$ cat config.mk
export PLATFORM = sky130hd
export DESIGN_NAME = flyback_protection_mode_logic
export DESIGN_NICKNAME = d
export VERILOG_FILES = /design/src/include/prot_pkg.sv /design/src/rtl/sync2.sv /design/src/rtl/fault_filter.sv /design/src/rtl/flyback_protection_mode_logic.sv
export SDC_FILE = /design/constraint.sdc
export NUM_CORES = 1
export LEC_CHECK = 0
export BUFFER_PORTS_ARGS = -buffer_cell sky130_fd_sc_hd__buf_4
export CAP_MARGIN = 25
export CORE_MARGIN = 10
export CORE_UTILIZATION = 55
export CTS_CLUSTER_SIZE = 10
export DETAILED_ROUTE_END_ITERATION = 10
export PLACE_DENSITY = 0.71
export SLEW_MARGIN = 40
export SYNTH_ARGS = -nofsm -noshare
export SYNTH_HDL_FRONTEND = slang
export SYNTH_SLANG_ARGS = --single-unit
$ cat constraint.sdc
create_clock -name i_clock -period 34.2 [get_ports i_clock]
set_input_delay 5.13 -clock i_clock [delete_from_list [all_inputs] [get_ports i_clock]]
set_output_delay 5.13 -clock i_clock [all_outputs]
set_load 0.02 [all_outputs]
$ cat src/include/prot_pkg.sv
// Constants shared by the flyback mode and protection logic.
package prot_pkg;
   localparam int unsigned CLK_MHZ          = 200;
   localparam int unsigned JITTER_HZ        = 9000;
   localparam longint unsigned CLK_HZ       = 64'd200_000_000;
   localparam int unsigned JITTER_HALF_CYC  =
      int'(CLK_HZ / (2 * JITTER_HZ));
   localparam int unsigned UV_BLANK_MS      = 20;
   localparam int unsigned UV_BLANK_CYC     = UV_BLANK_MS * 1000 * CLK_MHZ;
   localparam int unsigned FAULT_CYCLES     = 4;
   localparam int unsigned JITTER_PCT       = 5;
   localparam int unsigned LEVEL_W          = 12;
   localparam int unsigned STARTUP_PULSE_CYC = 200;
   typedef enum logic [2:0] {
      ST_CHARGE,
      ST_RUN,
      ST_BURST,
      ST_FAULT_AUTO,
      ST_FAULT_LATCH
   } mode_e;
endpackage

$ cat src/rtl/sync2.sv
// Two-flop synchroniser for a bank of comparator flags.
`timescale 1ns/1ps
module sync2 #(
   parameter int unsigned W = 1
) (
   input  wire logic         i_clock,
   input  wire logic         i_rstn,
   input  wire logic [W-1:0] i_async,
   output logic      [W-1:0] o_sync
);
   logic [W-1:0] meta_r;
   logic [W-1:0] meta_nxt;
   logic [W-1:0] sync_r;
   logic [W-1:0] sync_nxt;

   always_comb begin
      meta_nxt = i_async;
      sync_nxt = meta_r;
   end

   always_ff @(posedge i_clock) begin
      if (!i_rstn) begin
         meta_r <= '0;
         sync_r <= '0;
      end else begin
         meta_r <= meta_nxt;
         sync_r <= sync_nxt;
      end
   end

   assign o_sync = sync_r;
endmodule

$ cat src/rtl/fault_filter.sv
// Consecutive-cycle fault filter with a sticky fault flag.
`timescale 1ns/1ps
module fault_filter
   import prot_pkg::*;
#(
   parameter int unsigned COUNT = FAULT_CYCLES
) (
   input  wire logic i_clock,
   input  wire logic i_rstn,
   input  wire logic i_strobe,
   input  wire logic i_event,
   input  wire logic i_clear,
   output logic      o_fault
);
   initial begin
      if (COUNT < 1 || COUNT > 255) $error("fault_filter COUNT out of range");
   end

   logic [7:0] cnt_r;
   logic [7:0] cnt_nxt;
   logic       fault_r;
   logic       fault_nxt;

   always_comb begin
      cnt_nxt   = cnt_r;
      fault_nxt = fault_r;
      if (i_clear) begin
         cnt_nxt   = 8'h00;
         fault_nxt = 1'b0;
      end
      if (i_strobe) begin
         if (!i_event) begin
            cnt_nxt = 8'h00;
         end else if (cnt_r < 8'(COUNT)) begin
            cnt_nxt = cnt_r + 8'h01;
         end
         // A qualifying cycle sets the fault even while a clear is present.
         if (i_event && (cnt_r + 8'h01 >= 8'(COUNT))) begin
            fault_nxt = 1'b1;
         end
      end
   end

   always_ff @(posedge i_clock) begin
      if (!i_rstn) begin
         cnt_r   <= 8'h00;
         fault_r <= 1'b0;
      end else begin
         cnt_r   <= cnt_nxt;
         fault_r <= fault_nxt;
      end
   end

   assign o_fault = fault_r;
endmodule

$ cat src/rtl/flyback_protection_mode_logic.sv
// Mode, lockout, jitter and protection control of the flyback controller.
`timescale 1ns/1ps
module flyback_protection_mode_logic
   import prot_pkg::*;
#(
   parameter int unsigned LW           = LEVEL_W,
   parameter int unsigned BLANK_CYC    = UV_BLANK_CYC,
   parameter int unsigned HALF_CYC     = JITTER_HALF_CYC,
   parameter int unsigned DEPTH_PCT    = JITTER_PCT,
   parameter int unsigned HV_PULSE_CYC = STARTUP_PULSE_CYC
) (
   input  wire logic          i_clock,
   input  wire logic          i_rstn,
   input  wire logic          i_latched_variant,
   input  wire logic          i_osc_cycle,
   input  wire logic          i_pwm_on,
   input  wire logic          i_fb_below_burst_entry,
   input  wire logic          i_fb_below_burst_deep,
   input  wire logic          i_fb_above_burst_exit,
   input  wire logic          i_demag_over_ovp,
   input  wire logic          i_demag_under_uvp,
   input  wire logic          i_supply_lockout,
   input  wire logic          i_supply_at_turn_on,
   input  wire logic          i_supply_below_turn_off,
   input  wire logic          i_supply_below_restart,
   input  wire logic          i_mains_present,
   input  wire logic [LW-1:0] i_fb_peak_level,
   input  wire logic [LW-1:0] i_cc_level,
   input  wire logic [LW-1:0] i_burst_clamp_level,
   output logic               o_gate,
   output logic               o_lowered_lockout,
   output logic               o_burst_mode,
   output logic               o_hv_startup_en,
   output logic               o_jitter,
   output logic [LW-1:0]      o_current_limit,
   output logic               o_ov_fault,
   output logic               o_uv_fault
);
   initial begin
      if (LW < 4 || LW > 24) $error("LW out of range");
      if (HALF_CYC < 1 || DEPTH_PCT > 50 || HV_PULSE_CYC < 1)
         $error("timing parameter out of range");
      if (BLANK_CYC < 1) $error("BLANK_CYC out of range");
   end

   ////////////////////////////////////////////////////////////////////////
   // Synchronised comparator flags.
   localparam int unsigned NS = 12;
   logic [NS-1:0] async_in;
   logic [NS-1:0] s;
   logic fb_entry_low;
   logic fb_deep_low;
   logic fb_exit_high;
   logic ov_ev;
   logic uv_ev;
   logic lockout;
   logic at_on;
   logic below_off;
   logic below_rst;
   logic mains;
   logic osc_s;
   logic pwm_s;

   assign async_in = {i_osc_cycle, i_pwm_on, i_fb_below_burst_entry,
                      i_fb_below_burst_deep, i_fb_above_burst_exit,
                      i_demag_over_ovp, i_demag_under_uvp,
                      i_supply_lockout, i_supply_at_turn_on,
                      i_supply_below_turn_off, i_supply_below_restart,
                      i_mains_present};

   sync2 #(.W(NS)) u_sync (
      .i_clock (i_clock),
      .i_rstn  (i_rstn),
      .i_async (async_in),
      .o_sync  (s)
   );

   assign {osc_s, pwm_s, fb_entry_low, fb_deep_low, fb_exit_high, ov_ev,
           uv_ev, lockout, at_on, below_off, below_rst, mains} = s;

   ////////////////////////////////////////////////////////////////////////
   // Oscillator strobe and variant capture.
   logic osc_d_r;
   logic osc_d_nxt;
   logic strobe;
   logic latched_r;
   logic latched_nxt;
   logic cap_done_r;
   logic cap_done_nxt;

   assign strobe = osc_s && !osc_d_r;

   always_comb begin
      osc_d_nxt    = osc_s;
      latched_nxt  = latched_r;
      cap_done_nxt = 1'b1;
      if (!cap_done_r) begin
         latched_nxt = i_latched_variant;
      end
   end

   always_ff @(posedge i_clock) begin
      if (!i_rstn) begin
         osc_d_r    <= 1'b0;
         latched_r  <= 1'b0;
         cap_done_r <= 1'b0;
      end else begin
         osc_d_r    <= osc_d_nxt;
         latched_r  <= latched_nxt;
         cap_done_r <= cap_done_nxt;
      end
   end

   ////////////////////////////////////////////////////////////////////////
   // Fault filters.
   logic ov_fault;
   logic uv_fault;
   logic fault_clear;
   logic uv_blank;

   fault_filter #(.COUNT(FAULT_CYCLES)) u_ov (
      .i_clock  (i_clock),
      .i_rstn   (i_rstn),
      .i_strobe (strobe),
      .i_event  (ov_ev),
      .i_clear  (fault_clear),
      .o_fault  (ov_fault)
   );

   fault_filter #(.COUNT(FAULT_CYCLES)) u_uv (
      .i_clock  (i_clock),
      .i_rstn   (i_rstn),
      .i_strobe (strobe),
      .i_event  (uv_ev && !uv_blank),
      .i_clear  (fault_clear),
      .o_fault  (uv_fault)
   );

   ////////////////////////////////////////////////////////////////////////
   // Operating mode.
   mode_e mode_r;
   mode_e mode_nxt;
   logic  low_lock_r;
   logic  low_lock_nxt;
   logic  armed_r;
   logic  armed_nxt;
   logic  run_start;

   always_comb begin
      mode_nxt     = mode_r;
      low_lock_nxt = low_lock_r;
      armed_nxt    = armed_r;
      fault_clear  = 1'b0;
      run_start    = 1'b0;
      if (fb_deep_low) begin
         low_lock_nxt = 1'b1;
      end else if (fb_exit_high) begin
         low_lock_nxt = 1'b0;
      end
      case (mode_r)
         ST_CHARGE: begin
            if (at_on) begin
               mode_nxt  = ST_RUN;
               run_start = 1'b1;
            end
         end
         ST_RUN, ST_BURST: begin
            if (ov_fault) begin
               mode_nxt  = latched_r ? ST_FAULT_LATCH : ST_FAULT_AUTO;
               armed_nxt = 1'b0;
            end else if (uv_fault) begin
               mode_nxt  = ST_FAULT_AUTO;
               armed_nxt = 1'b0;
            end else if (below_off) begin
               mode_nxt = ST_CHARGE;
            end else if (mode_r == ST_RUN && strobe && fb_deep_low) begin
               mode_nxt = ST_BURST;
            end else if (mode_r == ST_BURST && !fb_entry_low) begin
               mode_nxt = ST_RUN;
            end
         end
         ST_FAULT_AUTO: begin
            if (below_rst) begin
               armed_nxt = 1'b1;
            end
            if (armed_r && at_on) begin
               mode_nxt    = ST_RUN;
               fault_clear = 1'b1;
               run_start   = 1'b1;
            end
         end
         ST_FAULT_LATCH: begin
            if (!mains && below_rst) begin
               mode_nxt    = ST_CHARGE;
               fault_clear = 1'b1;
            end
         end
         default: begin
            mode_nxt = ST_CHARGE;
         end
      endcase
   end

   always_ff @(posedge i_clock) begin
      if (!i_rstn) begin
         mode_r     <= ST_CHARGE;
         low_lock_r <= 1'b0;
         armed_r    <= 1'b0;
      end else begin
         mode_r     <= mode_nxt;
         low_lock_r <= low_lock_nxt;
         armed_r    <= armed_nxt;
      end
   end

   ////////////////////////////////////////////////////////////////////////
   // Undervoltage blanking, jitter and start-up pulse timers.
   // The blanking count is wide enough for the full 20 ms at 200 MHz.
   logic [31:0]  blank_r;
   logic [31:0]  blank_nxt;
   logic [31:0]  jit_cnt_r;
   logic [31:0]  jit_cnt_nxt;
   logic         jit_r;
   logic         jit_nxt;
   logic [31:0]  hv_cnt_r;
   logic [31:0]  hv_cnt_nxt;

   assign uv_blank = (blank_r != 32'h0);

   always_comb begin
      blank_nxt   = blank_r;
      jit_cnt_nxt = jit_cnt_r + 32'h1;
      jit_nxt     = jit_r;
      hv_cnt_nxt  = 32'h0;
      if (run_start) begin
         blank_nxt = 32'(BLANK_CYC);
      end else if (uv_blank) begin
         blank_nxt = blank_r - 32'h1;
      end
      if (jit_cnt_r >= 32'(HALF_CYC - 1)) begin
         jit_cnt_nxt = 32'h0;
         jit_nxt     = !jit_r;
      end
      if (mode_r == ST_FAULT_LATCH && below_off) begin
         hv_cnt_nxt = 32'(HV_PULSE_CYC);
      end else if (mode_r == ST_FAULT_LATCH && hv_cnt_r != 32'h0 &&
                   (hv_cnt_r != 32'h1 || !at_on)) begin
         // Run at least the minimum pulse, then hold until turn-on level.
         hv_cnt_nxt = (hv_cnt_r == 32'h1) ? hv_cnt_r : hv_cnt_r - 32'h1;
      end
   end

   always_ff @(posedge i_clock) begin
      if (!i_rstn) begin
         blank_r   <= 32'h0;
         jit_cnt_r <= 32'h0;
         jit_r     <= 1'b0;
         hv_cnt_r  <= 32'h0;
      end else begin
         blank_r   <= blank_nxt;
         jit_cnt_r <= jit_cnt_nxt;
         jit_r     <= jit_nxt;
         hv_cnt_r  <= hv_cnt_nxt;
      end
   end

   ////////////////////////////////////////////////////////////////////////
   // Current limit and registered outputs.
   logic [LW-1:0] base_lim;
   logic [LW-1:0] jit_step;
   logic [LW-1:0] lim_nxt;
   logic [LW+7:0] prod;
   logic          gate_nxt;
   logic          hv_nxt;

   always_comb begin
      // Burst mode ends above the entry level; the clamp holds until feedback passes the exit level.
      if (mode_r == ST_BURST || low_lock_r) begin
         base_lim = i_burst_clamp_level;
      end else if (i_cc_level < i_fb_peak_level) begin
         base_lim = i_cc_level;
      end else begin
         base_lim = i_fb_peak_level;
      end
      prod     = {8'h00, base_lim} * (LW + 8)'(DEPTH_PCT);
      jit_step = LW'(prod / (LW + 8)'(100));
      lim_nxt  = jit_r ? base_lim - jit_step : base_lim;
      // The gate follows the PWM request only in normal running mode.
      gate_nxt = (mode_r == ST_RUN) && pwm_s && !below_off &&
                 !lockout;
      hv_nxt = (mode_r == ST_CHARGE) || (mode_r == ST_FAULT_AUTO) ||
               (hv_cnt_r != 32'h0);
   end

   always_ff @(posedge i_clock) begin
      if (!i_rstn) begin
         o_gate            <= 1'b0;
         o_lowered_lockout <= 1'b0;
         o_burst_mode      <= 1'b0;
         o_hv_startup_en   <= 1'b1;
         o_jitter          <= 1'b0;
         o_current_limit   <= '0;
         o_ov_fault        <= 1'b0;
         o_uv_fault        <= 1'b0;
      end else begin
         o_gate            <= gate_nxt;
         o_lowered_lockout <= low_lock_r;
         o_burst_mode      <= (mode_r == ST_BURST);
         o_hv_startup_en   <= hv_nxt;
         o_jitter          <= jit_r;
         o_current_limit   <= lim_nxt;
         o_ov_fault        <= ov_fault;
         o_uv_fault        <= uv_fault;
      end
   end
endmodule

# --- After elaboration in Yosys (flattened, before gate mapping) ---
# Cells that the tools add are included.
word_totals:
  register_bits: 166
  input_bits: 51
  output_inout_bits: 19
  wordCells: 138
classes:
  add_sub_neg: 6
  mul: 1
  div: 1
  order_cmp: 6
  eq_ne: 13
  mux: 44
  bitwise: 2
  n_reduce_logical: 39
ops:
  columns: ["op", "count"]
  rows:
  - ["8-bit 2-to-1 mux", 11]
  - ["32-bit nonzero test", 2]
  - ["32-bit by 1-bit subtractor with 32-bit output, second input constant", 2]
  - ["22-bit 2-to-1 mux", 2]
  - ["12-bit 2-to-1 mux", 3]
  - ["32-bit by 1-bit adder with 32-bit output, second input constant", 1]
  - ["32-bit by 1-bit == test with 1-bit output, second input constant", 1]
  - ["32-bit by 14-bit greater-or-equal comparator with 1-bit output, second input constant", 1]
  - ["32-bit by 1-bit != test with 1-bit output, second input constant", 1]
  - ["3-bit 2-to-1 mux", 9]
  - ["15-bit by 7-bit divider with 20-bit output, second input constant", 1]
  - ["8-bit by 1-bit adder with 8-bit output, second input constant", 2]
  - ["8-bit by 3-bit greater-or-equal comparator with 1-bit output, second input constant", 2]
  - ["8-bit by 3-bit less-than comparator with 1-bit output, second input constant", 2]
  - ["1-bit logical AND", 15]
  - ["12-bit by 3-bit multiplier with 15-bit output, second input constant", 1]
  - ["1-bit 2-to-1 mux", 15]
  - ["12-bit less-than comparator", 1]
  - ["3-bit case mux with 4 select lines", 1]
  - ["12-bit subtractor", 1]
  - ["1-bit zero test", 8]
  - ["3-bit by 2-bit == test with 1-bit output, second input constant", 2]
  - ["6-bit by 3-bit != test with 1-bit output, second input constant", 1]
  - ["1-bit case mux with 2 select lines", 3]
  - ["14 further kinds", 24]

# --- Logic depth before layout (Yosys ltp) ---
logic_depth:
  depth_word: 9
  ltp_mapped: 54
  depth_no_buf: 52

# --- Cells and area by module ---
# A second synthesis with hierarchy kept.
hier_totals:
  cells_unflattened: 1158
  hier_area_um2: 9859.5
by_module_without_submodules:
  columns: ["mod", "instances", "cells_each", "area_each_um2", "seq_area_each_um2"]
  rows:
  - ["flyback_protection_mode_logic", 1, 1004, 8287.9, 2482.4]
  - ["fault_filter", 2, 52, 447.9, 180.2]
  - ["sync2", 1, 50, 675.6, 480.5]

# --- Worst setup path before layout ---
# No wires, ideal clock.
synth_timing:
  path_type: "input-to-reg"
  from: "in i_fb_peak_level[10]"
  to: "reg o_current_limit[10]"
  setup_ns: 0.115
  arrival_ns: 15.361
  t_required_ns: 34.085
  slack_ns: 18.724
  stages: 49
  n_path_buf: 2
  path_cell_list: "inv_1 > ha_1 > nand4_1 > or4_4 > o22ai_4 > or2_2 > clkbuf_1 > mux2i_1 > o21ai_0 > ha_1 > ha_1 > inv_1 > fa_1 > nor2b_1 > o21a_1 > o2111a_1 > or2_1 > clkbuf_1 > (+13 left out) > a21oi_1 > a31oi_2 > a21boi_1 > o211a_1 > a211o_1 > ha_1 > inv_1 > fa_1 > a21o_1 > a21o_1 > a21o_1 > a21oi_1 > nor2b_1 > o21a_1 > o21ai_0 > nor4bb_1 > xor2_1 > and2_1"
synth_between:
  elab_chain_cells: 7
synth_rtl:
  columns: ["item", "line_no", "source"]
  rows:
  - ["from (decl)", "flyback_protection_mode_logic.sv:27", "input wire logic [LW-1:0] i_fb_peak_level,"]
  - ["12-bit less-than comparator", "flyback_protection_mode_logic.sv:280", "end else if (i_cc_level < i_fb_peak_level) begin"]
  - ["12-bit 2-to-1 mux *", "flyback_protection_mode_logic.sv:280", null]
  - ["12-bit 2-to-1 mux *", "flyback_protection_mode_logic.sv:278", "if (mode_r == ST_BURST || low_lock_r) begin"]
  - ["12-bit by 3-bit multiplier with 15-bit output", "flyback_protection_mode_logic.sv:285", "prod = {8'h00, base_lim} * (LW + 8)'(DEPTH_PCT);"]
  - ["15-bit by 7-bit divider with 20-bit output", "flyback_protection_mode_logic.sv:286", "jit_step = LW'(prod / (LW + 8)'(100));"]
  - ["12-bit subtractor", "flyback_protection_mode_logic.sv:287", "lim_nxt = jit_r ? base_lim - jit_step : base_lim;"]
  - ["12-bit 2-to-1 mux *", "flyback_protection_mode_logic.sv:287", null]
  - ["to (signal assigned)", "flyback_protection_mode_logic.sv:311", "o_current_limit <= lim_nxt;"]
  - ["to (decl)", "flyback_protection_mode_logic.sv:35", "output logic [LW-1:0] o_current_limit,"]
# Mark *: on every way between the ends. The rest lies on a longest branch, timed or not.
# A chain may end at the register's enable or synchronous reset.

# --- Final worst setup path ---
layout_timing:
  from: "in i_cc_level[11]"
  to: "reg o_current_limit[10]"
layout_between:
  elab_chain_cells: 7
layout_rtl:
  columns: ["item", "line_no", "source"]
  rows:
  - ["from (decl)", "flyback_protection_mode_logic.sv:28", "input wire logic [LW-1:0] i_cc_level,"]
  - ["12-bit less-than comparator", "flyback_protection_mode_logic.sv:280", null]
  - ["12-bit 2-to-1 mux *", "flyback_protection_mode_logic.sv:280", null]
  - ["12-bit 2-to-1 mux *", "flyback_protection_mode_logic.sv:278", null]
  - ["12-bit by 3-bit multiplier with 15-bit output", "flyback_protection_mode_logic.sv:285", null]
  - ["15-bit by 7-bit divider with 20-bit output", "flyback_protection_mode_logic.sv:286", null]
  - ["12-bit subtractor", "flyback_protection_mode_logic.sv:287", null]
  - ["12-bit 2-to-1 mux *", "flyback_protection_mode_logic.sv:287", null]
# Marked as above.

==> impl_metrics.csv <==
group,metric,value,unit
global_route,grt_max_degree,66,
sta,tns,0,ps
min_path,holdCritPathClass,"flop to flop",
worst_setup_path,crit_path_end_kind,"flop",
cts,path_clk_slew,60,ps
cts,cts_sinks,166,
cts,cts_hold_buffers,0,
global_route,grt.total_usage,18.59,%
final_layout,fillers,1446,
sta,finalHoldViolations,0,
worst_setup_path,startpoint_type,"input port",
worst_setup_path,arrival,16490,ps
global_route,grt_pass1_vias,7321,
cts,root_buffer,"clkbuf_16",
floorplanning,start_util,55.62,%
synthesis,synth_edf_count,0,
worst_setup_path,startpoint,"i_cc_level[11]",
route,drt-pass1-iter-count,5,
cts,clockBufferDepth,2,
floorplanning,core,0.01712,mm2
final_layout,area.sequential,0.003323,mm2
final_layout,nets,1276,
synthesis,synth.avg_cell_area,8.679,um2
synthesis,synthFlopType,"dfxtp_1",
final_layout,final_common_cell,"dfxtp_1",
worst_setup_path,slowest_stage,"o41ai_2",
synthesis,synth_area_leaders,"dfxtp_1 35%, ha_1 6.3%, nor2_1 4.8%",
worst_setup_path,path_max_fanout,11,
cts,cts_made_buffers,17,
synthesis,yosysTopAreaCellShare,34.91,%
floorplanning,die_x,151.6,um
worst_setup_path,crit_family,"compound AO/OA/AOI/OAI gates",
worst_setup_path,cp.required,34520,ps
min_path,min_from,"u_sync.o_sync[4]",
flow_run,drv_cap,0,
place,dp_hpwl,16120,um
cts,cts_resized,0,
route,drt-initial-drc-count,457,
route,num_vias,7973,
sta,max_freq,61.84,MHz
route,antenna_left,0,
place,io_buffers,69,
sta,fin_skew,8.875,ps
synthesis,ys_types,105,
final_layout,diodes,0,
run_status,status,"finished, final reports clean",
worst_setup_path,crit_top_cell,"ha_1",
sta,layout_min_cycle_time,16170,ps
floorplanning,rows,48,
cts,cts_setup_buffers,0,
sta,slew_headroom,46.88,%
place,placed_cells,1381,
route,vias_per_cell,5.651,
cts,cts_tree,"done",
worst_setup_path,path_buf_inv,4,
global_route,grt_overflow,0,
synthesis,synth_top_cell_by_area,"dfxtp_1",
global_route,grt_pass1_wl,34870,um
floorplanning,pin_count,70,
worst_setup_path,max_stage_delay,710,ps
final_layout,instances_no_fill,1411,
worst_setup_path,critPathKind,"input port to flop",
final_layout,multi_input_area,0.006011,mm2
sta,setup_viol,0,
synthesis,ys_seq_elements,166,
cts,cts-htree-levels,4,
final_layout,drive_above_1_share,13.41,%
sta,tightest_slew,794.1,ps
place,place_congestion,0.9322,
synthesis,synth_area,0.009520,mm2
synthesis,syn_inst,1097,
route,routed_wl,21490,um
cts,clk_latency,430,ps
floorplanning,die_area,0.02297,mm2
sta,final_max_slew_viol_count,0,
sta,min_period_over_period,47.28,%
synthesis,ys_seq_area_share,34.91,%
sta,rsz0062_at_grt,"false",
synthesis,ys_warn_count,0,
route,wl_per_cell,15.23,um
final_layout,syn2layout_area_growth,14.23,%
final_layout,final_cell_mix,"166 x dfxtp_1, 122 x nor2_1, 72 x nand2_1, 69 x buf_4, 56 x a21oi_1",
worst_setup_path,r2r_slack,23580,ps
route,drc,0,
floorplanning,die_h,151.6,um
worst_setup_path,rr_startpoint,"mode_r[1]",
synthesis,async_reset_ff_share,0,%
global_route,antenna_found_initial,0,
==> final cells by class <==
class	count	area share [%]
multi-input cells	877	55.27
flip-flops and latches	166	30.56
repair buffers	69	4.763
clock buffers	20	4.107
well taps	225	2.589
inverters	44	1.565
clock inverters	10	1.150
==> worst register-to-register path: cells and delay by family, from the launching register on <==
kind | cells | cell delay (ps)
adder cells (fa/ha/maj) | 6 | 1970
XOR/XNOR | 2 | 290
multiplexers | 1 | 310
AND/OR/NAND/NOR | 8 | 1640
flip-flops | 1 | 460
AO/OA/AOI/OAI | 22 | 5580
buffers and inverters | 3 | 290
==> logic make-up (layout without fill, tap and decap cells) <==
kind of cell             Yosys count  count (layout)  synth area share (%)
AND/OR/NAND/NOR                  455             455                 25.09
AO/OA/AOI/OAI                    240             240                 19.27
flip-flops                       166             166                 34.91
XOR/XNOR                          82              82                 7.623
buffers and inverters             71             143                 2.944
adder cells (fa/ha/maj)           54              54                 7.150
multiplexers                      28              28                 2.983
other                              1              18               0.03939
==> worst paths after layout <==
| path | to | cells after the start |
|---|---|---|
| worst max register to register | o_current_limit[10] | 42 |
| worst min-delay path | o_gate | 1 |
| worst min register to register | o_gate | 1 |
| worst max-delay path | o_current_limit[10] | 47 |
==> registers in the layout, summed over array words and instances, names as in the netlist, 3 cells and up <==
register / cells
u_uv.cnt_r: 8
blank_r: 32
mode_r: 3
u_sync.meta_r: 12
hv_cnt_r: 32
u_sync.o_sync: 12
jit_cnt_r: 32
o_current_limit: 12
u_ov.cnt_r: 8
==> through the flow <==
stage	hold WS [ps]	util [%]	setup slack [ps]	cell area [um2]
2_1_floorplan	371.8	-	18720	9584
6_report	398.4	63.54	18030	10880
5_1_grt	405.1	63.54	17360	10880
3_3_place_gp	401.5	60.07	17840	10280
3_5_place_dp	391.1	60.15	17780	10300
4_1_cts	401.4	63.49	18180	10870
==> routing by layer <==
layer	share of wire [%]	up-vias	wire, um	global-route usage [%]
li1	-	4079	-	-
met1	46	3708	9848	23.42
met2	49	170	10540	31.45
met3	4.1	16	871	3.772
met4	1.1	0	231	5.434
met5	0	-	0	0
==> cells in the mapped netlist, types with 4 or more instances <==
cell type	count
or3_1	22
dfxtp_1	166
a31oi_1	12
o31ai_1	4
inv_1	41
o22ai_1	4
nand2_1	73
o211ai_1	5
xnor2_1	47
a211o_1	4
nand4_1	10
nor2_1	122
clkbuf_1	25
nor3_1	32
o21a_1	6
nor2b_1	24
a211oi_1	7
nor3b_1	7
mux2i_1	25
a21oi_1	56
o21ai_1	6
o21ai_0	38
a32oi_1	7
a21boi_1	4
a21o_1	19
and2_1	53
nor4_1	20
maj3_1	4
or4_1	9
or2_2	10
o41ai_1	5
nand2b_1	10
nand3_1	26
xor2_1	34
and3_1	13
ha_1	48
Power is not shown: default switching activity piles up to over one toggle a cycle in this logic, so the estimate is an artifact.
